File: config.mk
export PLATFORM = sky130hd
export DESIGN_NAME = cophs_core_port
export DESIGN_NICKNAME = d
export VERILOG_FILES = /design/src/cophs_pkg.sv /design/src/cophs_xfer_count.sv /design/src/cophs_core_port.sv
export SDC_FILE = /design/constraint.sdc
export NUM_CORES = 1
export LEC_CHECK = 0
export BUFFER_PORTS_ARGS = -buffer_cell sky130_fd_sc_hd__buf_2
export CAP_MARGIN = 40
export CORE_MARGIN = 3
export CORE_UTILIZATION = 40
export DETAILED_ROUTE_END_ITERATION = 10
export PLACE_DENSITY = 0.63
export SYNTH_ARGS = -nofsm -noshare
export SYNTH_HDL_FRONTEND = slang
export SYNTH_HIERARCHICAL = 1
export SYNTH_SLANG_ARGS = --single-unit
File: constraint.sdc
create_clock -name CORE_CLK -period 7.7 [get_ports CORE_CLK]
set_clock_uncertainty 0.1 [all_clocks]
set_input_delay 1.54 -clock CORE_CLK [delete_from_list [all_inputs] [get_ports CORE_CLK]]
set_output_delay 1.54 -clock CORE_CLK [all_outputs]
set_load 0.05 [all_outputs]
File: src/cophs_pkg.sv
// How it works
// - advance with qualifier requests next fetch
// - pass high for passed coprocessor instruction
// - pass held in busy-wait, dropped on interrupt
// - late cancel may come without coprocessor instruction
// - late cancel valid edge after first execute
// - decode handshake on entry, else execute handshake
// - absent handshake takes undefined trap
// - decode wait stalls core in busy-wait, execute wait holds ST_EXEC
// - busy-wait absent traps, go or last proceeds
// - go executes now, needs another cycle
// - load/store execute drives address and request low
// - absent 10, wait 00, go 01, last 11
package cophs_pkg;

   // ----------------------------------------------------------------
   // handshake encoding and widths
   // ----------------------------------------------------------------
   localparam logic [1:0] HS_ABSENT = 2'h2;
   localparam logic [1:0] HS_WAIT = 2'h0;
   localparam logic [1:0] HS_GO = 2'h1;
   localparam logic [1:0] HS_LAST = 2'h3;

   localparam int ADDR_W = 32;
   localparam int INSTR_W = 32;
   localparam int CNT_W = 8;

   localparam logic [ADDR_W-1:0] WORD_STEP = 32'h0000_0004;
   localparam logic [ADDR_W-1:0] ADDR_RESET = 32'h0000_0000;
   localparam logic [INSTR_W-1:0] INSTR_RESET = 32'h0000_0000;
   localparam logic [CNT_W-1:0] CNT_RESET = 8'h00;
   localparam logic [CNT_W-1:0] CNT_ONE = 8'h01;

   // ----------------------------------------------------------------
   // execute sequencer states
   // ----------------------------------------------------------------
   typedef enum logic [4:0] {
      ST_IDLE = 5'h01,
      ST_FIRST = 5'h02,
      ST_WAIT = 5'h04,
      ST_EXEC = 5'h08,
      ST_FINAL = 5'h10
   } cophs_state_type;

endpackage

File: src/cophs_xfer_count.sv
`timescale 1ns/1ps
module cophs_xfer_count (
   input wire logic clk, // core clock
   input wire logic rst, // async reset, high
   input wire logic qual, // clock qualifier
   input wire logic load, // start of a new instruction
   input wire logic [cophs_pkg::ADDR_W-1:0] base, // first word address
   input wire logic step, // one word went out this cycle
   output logic [cophs_pkg::ADDR_W-1:0] addr_q, // current word address
   output logic [cophs_pkg::CNT_W-1:0] words_q // words issued so far
);

   // ----------------------------------------------------------------
   // word address and count
   // ----------------------------------------------------------------
   logic [cophs_pkg::ADDR_W-1:0] addr_d;
   logic [cophs_pkg::CNT_W-1:0] words_d;

   // load wins over step: a fresh instruction restarts the walk
   assign addr_d = load ? base : (step ? addr_q + cophs_pkg::WORD_STEP : addr_q);
   assign words_d = load ? cophs_pkg::CNT_RESET : (step ? words_q + cophs_pkg::CNT_ONE : words_q);

   // moves only on qualified edges, like the rest of the pipeline
   always_ff @(posedge clk or posedge rst) begin
      if (rst) begin
         addr_q <= cophs_pkg::ADDR_RESET;
         words_q <= cophs_pkg::CNT_RESET;
      end else if (qual) begin
         addr_q <= addr_d;
         words_q <= words_d;
      end
   end

endmodule

File: src/cophs_core_port.sv
`timescale 1ns/1ps
module cophs_core_port (
   input wire logic CORE_CLK, // system clock
   input wire logic RESET, // async reset, high
   input wire logic CLOCK_QUALIFIER, // core clock qualifier
   input wire logic ADVANCE_REQ, // core pipeline wants to advance
   input wire logic [cophs_pkg::INSTR_W-1:0] FETCH_DATA, // word from instruction memory
   input wire logic EXEC_IS_COP, // entering instruction is coprocessor type
   input wire logic COND_PASSED, // its condition codes passed
   input wire logic EXEC_IS_LS, // it is a load or store
   input wire logic [cophs_pkg::ADDR_W-1:0] TRANSFER_ADDR, // base address for load/store
   input wire logic INTERRUPT_REQ, // interrupt or debug request
   input wire logic CANCEL_REQ, // earlier abort or watchpoint
   input wire logic [1:0] DECODE_HANDSHAKE, // coprocessor decode answer
   input wire logic [1:0] EXECUTE_HANDSHAKE, // coprocessor execute answer
   output logic PIPE_ADVANCE, // pipe advance strobe
   output logic [cophs_pkg::INSTR_W-1:0] FETCHED_INSTRUCTION, // instruction bus
   output logic CONDITION_PASS, // condition pass to coprocessor
   output logic LATE_CANCEL_A, // late cancel to coprocessor
   output logic DATA_MEM_REQUEST_N, // data request, low active
   output logic [cophs_pkg::ADDR_W-1:0] DATA_ADDR, // data transfer address
   output logic CORE_STALL, // core held in execute
   output logic UNDEF_TRAP, // undefined instruction trap
   output logic INSTR_COMMIT, // coprocessor instruction done
   output logic INSTR_ABANDON // busy-wait abandoned
);

   // ----------------------------------------------------------------
   // state and next-state wires
   // ----------------------------------------------------------------
   cophs_pkg::cophs_state_type st_q, st_d;
   logic ls_q;
   logic adv_q, pass_q, cancel_q, req_n_q, stall_q, trap_q, commit_q, abandon_q;
   logic [cophs_pkg::INSTR_W-1:0] instr_q;
   logic [1:0] hs;
   logic start, hs_absent, hs_wait, hs_go, hs_last, in_wait, stall_d, req_n_d;
   logic trap_d, commit_d, abandon_d, ls_d;

   // ----------------------------------------------------------------
   // state decoding shared by several outputs
   // ----------------------------------------------------------------
   // states in which the core pipe is held behind the instruction
   function automatic logic holds_pipe(input cophs_pkg::cophs_state_type s);
      return (s == cophs_pkg::ST_FIRST) || (s == cophs_pkg::ST_WAIT) || (s == cophs_pkg::ST_EXEC);
   endfunction

   // states in which a load/store moves one data word
   // busy-wait moves nothing, so a restart repeats only the word from ST_FIRST
   function automatic logic moves_word(input cophs_pkg::cophs_state_type s);
      return (s == cophs_pkg::ST_FIRST) || (s == cophs_pkg::ST_EXEC) || (s == cophs_pkg::ST_FINAL);
   endfunction

   // decode handshake only on the first execute cycle
   assign hs = (st_q == cophs_pkg::ST_FIRST) ? DECODE_HANDSHAKE : EXECUTE_HANDSHAKE;
   assign hs_absent = (hs == cophs_pkg::HS_ABSENT);
   assign hs_wait = (hs == cophs_pkg::HS_WAIT);
   assign hs_go = (hs == cophs_pkg::HS_GO);
   assign hs_last = (hs == cophs_pkg::HS_LAST);
   assign in_wait = (st_q == cophs_pkg::ST_WAIT);

   // a failed condition never reaches the sequencer
   assign start = (st_q == cophs_pkg::ST_IDLE) && ADVANCE_REQ && EXEC_IS_COP && COND_PASSED;
   assign ls_d = start ? EXEC_IS_LS : ls_q;

   // ----------------------------------------------------------------
   // execute sequencer
   // ----------------------------------------------------------------
   // interrupt beats handshake so a waiting instruction can restart later
   always_comb begin
      st_d = st_q;
      trap_d = 1'b0;
      commit_d = 1'b0;
      abandon_d = 1'b0;
      case (st_q)
         cophs_pkg::ST_IDLE: begin
            if (start) begin
               st_d = cophs_pkg::ST_FIRST;
            end
         end
         cophs_pkg::ST_FIRST, cophs_pkg::ST_EXEC: begin
            if (CANCEL_REQ) begin
               st_d = cophs_pkg::ST_IDLE;
            end else if (hs_absent) begin
               st_d = cophs_pkg::ST_IDLE;
               trap_d = 1'b1;
            end else if (hs_wait) begin
               st_d = (st_q == cophs_pkg::ST_FIRST) ? cophs_pkg::ST_WAIT : cophs_pkg::ST_EXEC;
            end else if (hs_go) begin
               st_d = cophs_pkg::ST_EXEC;
            end else if (ls_q) begin
               st_d = cophs_pkg::ST_FINAL;
            end else begin
               st_d = cophs_pkg::ST_IDLE;
               commit_d = 1'b1;
            end
         end
         cophs_pkg::ST_WAIT: begin
            if (INTERRUPT_REQ || CANCEL_REQ) begin
               st_d = cophs_pkg::ST_IDLE;
               abandon_d = 1'b1;
            end else if (hs_absent) begin
               st_d = cophs_pkg::ST_IDLE;
               trap_d = 1'b1;
            end else if (hs_go) begin
               st_d = cophs_pkg::ST_EXEC;
            end else if (hs_last) begin
               st_d = ls_q ? cophs_pkg::ST_FINAL : cophs_pkg::ST_IDLE;
               commit_d = !ls_q;
            end
         end
         cophs_pkg::ST_FINAL: begin
            st_d = cophs_pkg::ST_IDLE;
            commit_d = 1'b1;
         end
         default: begin
            st_d = cophs_pkg::ST_IDLE;
         end
      endcase
   end

   // core holds its pipe while the instruction needs more execute cycles
   assign stall_d = holds_pipe(st_d);
   // one data word per load/store execute cycle outside busy-wait
   assign req_n_d = !(ls_d && moves_word(st_d));

   // ----------------------------------------------------------------
   // registers, all recirculate when the qualifier is low
   // ----------------------------------------------------------------
   // recirculation rather than a gated clock keeps one clean clock net
   always_ff @(posedge CORE_CLK or posedge RESET) begin
      if (RESET) begin
         st_q <= cophs_pkg::ST_IDLE;
         ls_q <= 1'b0;
         adv_q <= 1'b0;
         pass_q <= 1'b0;
         cancel_q <= 1'b0;
         req_n_q <= 1'b1;
         stall_q <= 1'b0;
         trap_q <= 1'b0;
         commit_q <= 1'b0;
         abandon_q <= 1'b0;
         instr_q <= cophs_pkg::INSTR_RESET;
      end else if (CLOCK_QUALIFIER) begin
         st_q <= st_d;
         ls_q <= ls_d;
         adv_q <= ADVANCE_REQ && !stall_d;
         pass_q <= (st_d != cophs_pkg::ST_IDLE);
         cancel_q <= CANCEL_REQ;
         req_n_q <= req_n_d;
         stall_q <= stall_d;
         trap_q <= trap_d;
         commit_q <= commit_d;
         abandon_q <= abandon_d;
         if (adv_q) begin
            instr_q <= FETCH_DATA;
         end
      end
   end

   // ----------------------------------------------------------------
   // load/store address walk
   // ----------------------------------------------------------------
   cophs_xfer_count u_count (
      .clk(CORE_CLK),
      .rst(RESET),
      .qual(CLOCK_QUALIFIER),
      .load(start),
      .base(TRANSFER_ADDR),
      .step(!req_n_q),
      .addr_q(DATA_ADDR),
      .words_q()
   );

   // outputs straight from flops
   assign PIPE_ADVANCE = adv_q;
   assign FETCHED_INSTRUCTION = instr_q;
   assign CONDITION_PASS = pass_q;
   assign LATE_CANCEL_A = cancel_q;
   assign DATA_MEM_REQUEST_N = req_n_q;
   assign CORE_STALL = stall_q;
   assign UNDEF_TRAP = trap_q;
   assign INSTR_COMMIT = commit_q;
   assign INSTR_ABANDON = abandon_q;
endmodule

==> reports/metrics.cfg <==
[synth]
synthesis_warnings=6
synth.net_count=518
synth.cell_area_mm2=0.004294
mean_post_synth_cell_area_um2=9.759
synthCells=440

[clocking]
post_cts.repair.setup_buffers=0
cts_sinks=78
cts_root_buffer=clkbuf_8
cts_htree_levels=3
cts_resized=0
clk_pin_slew_worst_paths_ns=0.08
cts_buffer_depth=2
clock_latency_ns=0.35
tritoncts_clock_tree=done
cts.hold.buffers_added=0
cts_buffers=9

[timing]
max_slew_margin=0.4062
setup_total_negative_slack_ns=0
fin_crit_sh=0.4948
timing_max_transition_violations_final=0
report.final.hold_viol_count=0
period_needed_ns=3.810
achievable-frequency_ghz=0.2625
holdWs_ns=0.3898
setup_viol_count_final=0
setup_repair_after_global_routing_missed_its_margin=no
worst-slew-pin-transition_ns=0.8813

[finish]
finalNetCount=653
fin_util=0.5127
syn2layout_area_growth_pct=23.81
final_layout_size_suffix_gt1_frac=0.3862
finish.instance_area_mm2=0.005316
antenna_cells_inserted=0

[pwr]
sw_ratio=0.4614
sequentialPowerShare=0.402
combPwrFrac=0.397
ir_worst_vdd_mv=0.1750
pwr_density_cell_mw_per_mm2=268.1
p_switching_uw=657.7
p_int_uw=767.8
p_leak_nw=2.446
clkPwrFrac=0.201

[status]
status=completed

[drt]
finalWirelength_um=12490
wl_per_cell_um=17.44
detailedRoute.firstIterationViolations=257
router_iterations_before_antenna_repair=5
drc=0
vias_per_cell=5.736
detail-route-antenna-nets=0
vias=4107

[critical_path]
worst-r2r-setup-slack_ns=4.28
class_of_the_most_critical_setup_path=input port to flop
worst_ep_required_time_ns=7.86
r2r_cells=9
cp-end-kind=flop
setup.worst_path.start_class=input port
maximum_fanout_count_along_the_critical_path=46
worst-endpoint-arrival_ns=3.97

[die]
floorplan.rows=37
die_area_mm2=0.01201
floorplan.die.width_um=109.6
die_height_um=109.6
core_area_mm2=0.01037
initial_utilization=0.4141
design.portCount=149

[global_route]
vias_in_the_first_global_route=3741
grt_first_pass_wirelength_um=19150
grt_util_all_layers=0.2034
total_overflow_reported_by_the_global_router=0
initial_antenna_violation_count=0
largest_net_degree_at_the_start_of_global_routing=47

[placement]
detailed_place.area_mm2=0.005137
gpl.final_weighted_congestion=0.8684
io_buffers=148
dp_hpwl_um=9163

[worst_hold_path]
hold_path_class=flop to flop
hold_depth=1

[flow_run]
maxCapViolCount=0

-- metrics by stage --
stage | instances | total power, mW | setup slack [ns]
after floorplan | 440 | 0.9929 | 4.427
final | 716 | 1.426 | 3.890
after detailed placement | 700 | 1.148 | 3.566
after global placement | 698 | 1.135 | 3.641
after global routing | 716 | 1.501 | 3.698
after CTS | 716 | 1.436 | 3.940
-- flip-flops by register name, summed over array words and instances (netlist names) --
signal	flops
CONDITION_PASS	1
CORE_STALL	1
DATA_MEM_REQUEST_N	1
FETCHED_INSTRUCTION	32
INSTR_ABANDON	1
INSTR_COMMIT	1
LATE_CANCEL_A	1
PIPE_ADVANCE	1
UNDEF_TRAP	1
ls_q	1
st_q	5
u_count/addr_q	32
-- final timing paths --
path / to / start
hold reg to reg: CONDITION_PASS / CONDITION_PASS
setup / recovery: u_count/addr_q[26] / ADVANCE_REQ
min in group asynchronous: FETCHED_INSTRUCTION[21] / RESET
max in group asynchronous: DATA_MEM_REQUEST_N / RESET
hold / removal: CONDITION_PASS / CONDITION_PASS
setup reg to reg: u_count/addr_q[26] / st_q[1]
-- power groups by stage --
| stage | Combinational, mW | Clock, mW | Sequential, mW |
|---|---|---|---|
| 5_1_grt | 0.600 | 0.315 | 0.586 |
| 3_5_place_dp | 0.568 | 0 | 0.580 |
| 6_report | 0.565 | 0.287 | 0.573 |
| 3_3_place_gp | 0.559 | 0 | 0.577 |
| 4_1_cts | 0.568 | 0.295 | 0.572 |
| 2_1_floorplan | 0.172 | 0 | 0.821 |
-- critical path: stages --
cell and delay, ns:
buf_2 0.10, nand3_1 0.11, or2_2 0.32, inv_1 0.06, buf_4 0.41, inv_1 0.47, nor2_1 0.63, a311oi_1 0.11
a211oi_1 0.20
-- cell usage in the layout (no fill, tap or decap), drive strengths merged, types with 9 or more instances in the layout --
cell type  count
nand3         22
nor2          37
o21ai         20
clkbuf         9
nor4          14
buf          153
mux2          34
nand2         32
dfrtp         76
nor3          11
nand4         18
a211oi        11
and3          12
a21oi         15
inv           21
-- per-layer routing --
metal,GRT usage,part of all wire,vias to the layer above
met4,0.05877,0.013,0
met2,0.3413,0.46,213
met1,0.2690,0.43,1960
li1,-,-,1920
met5,0,0,-
met3,0.03699,0.091,14
-- layout make-up --
cell class	instances	area, um^2
Clock inverter	7	55.05
Multi-Input combinational cell	316	2151
Clock buffer	9	123.9
Tap cell	136	170.2
Sequential cell	78	1954
Timing Repair Buffer	153	798.3
Fill cell	994	5054
Inverter	17	63.81
(Power assumes the default switching activity.)
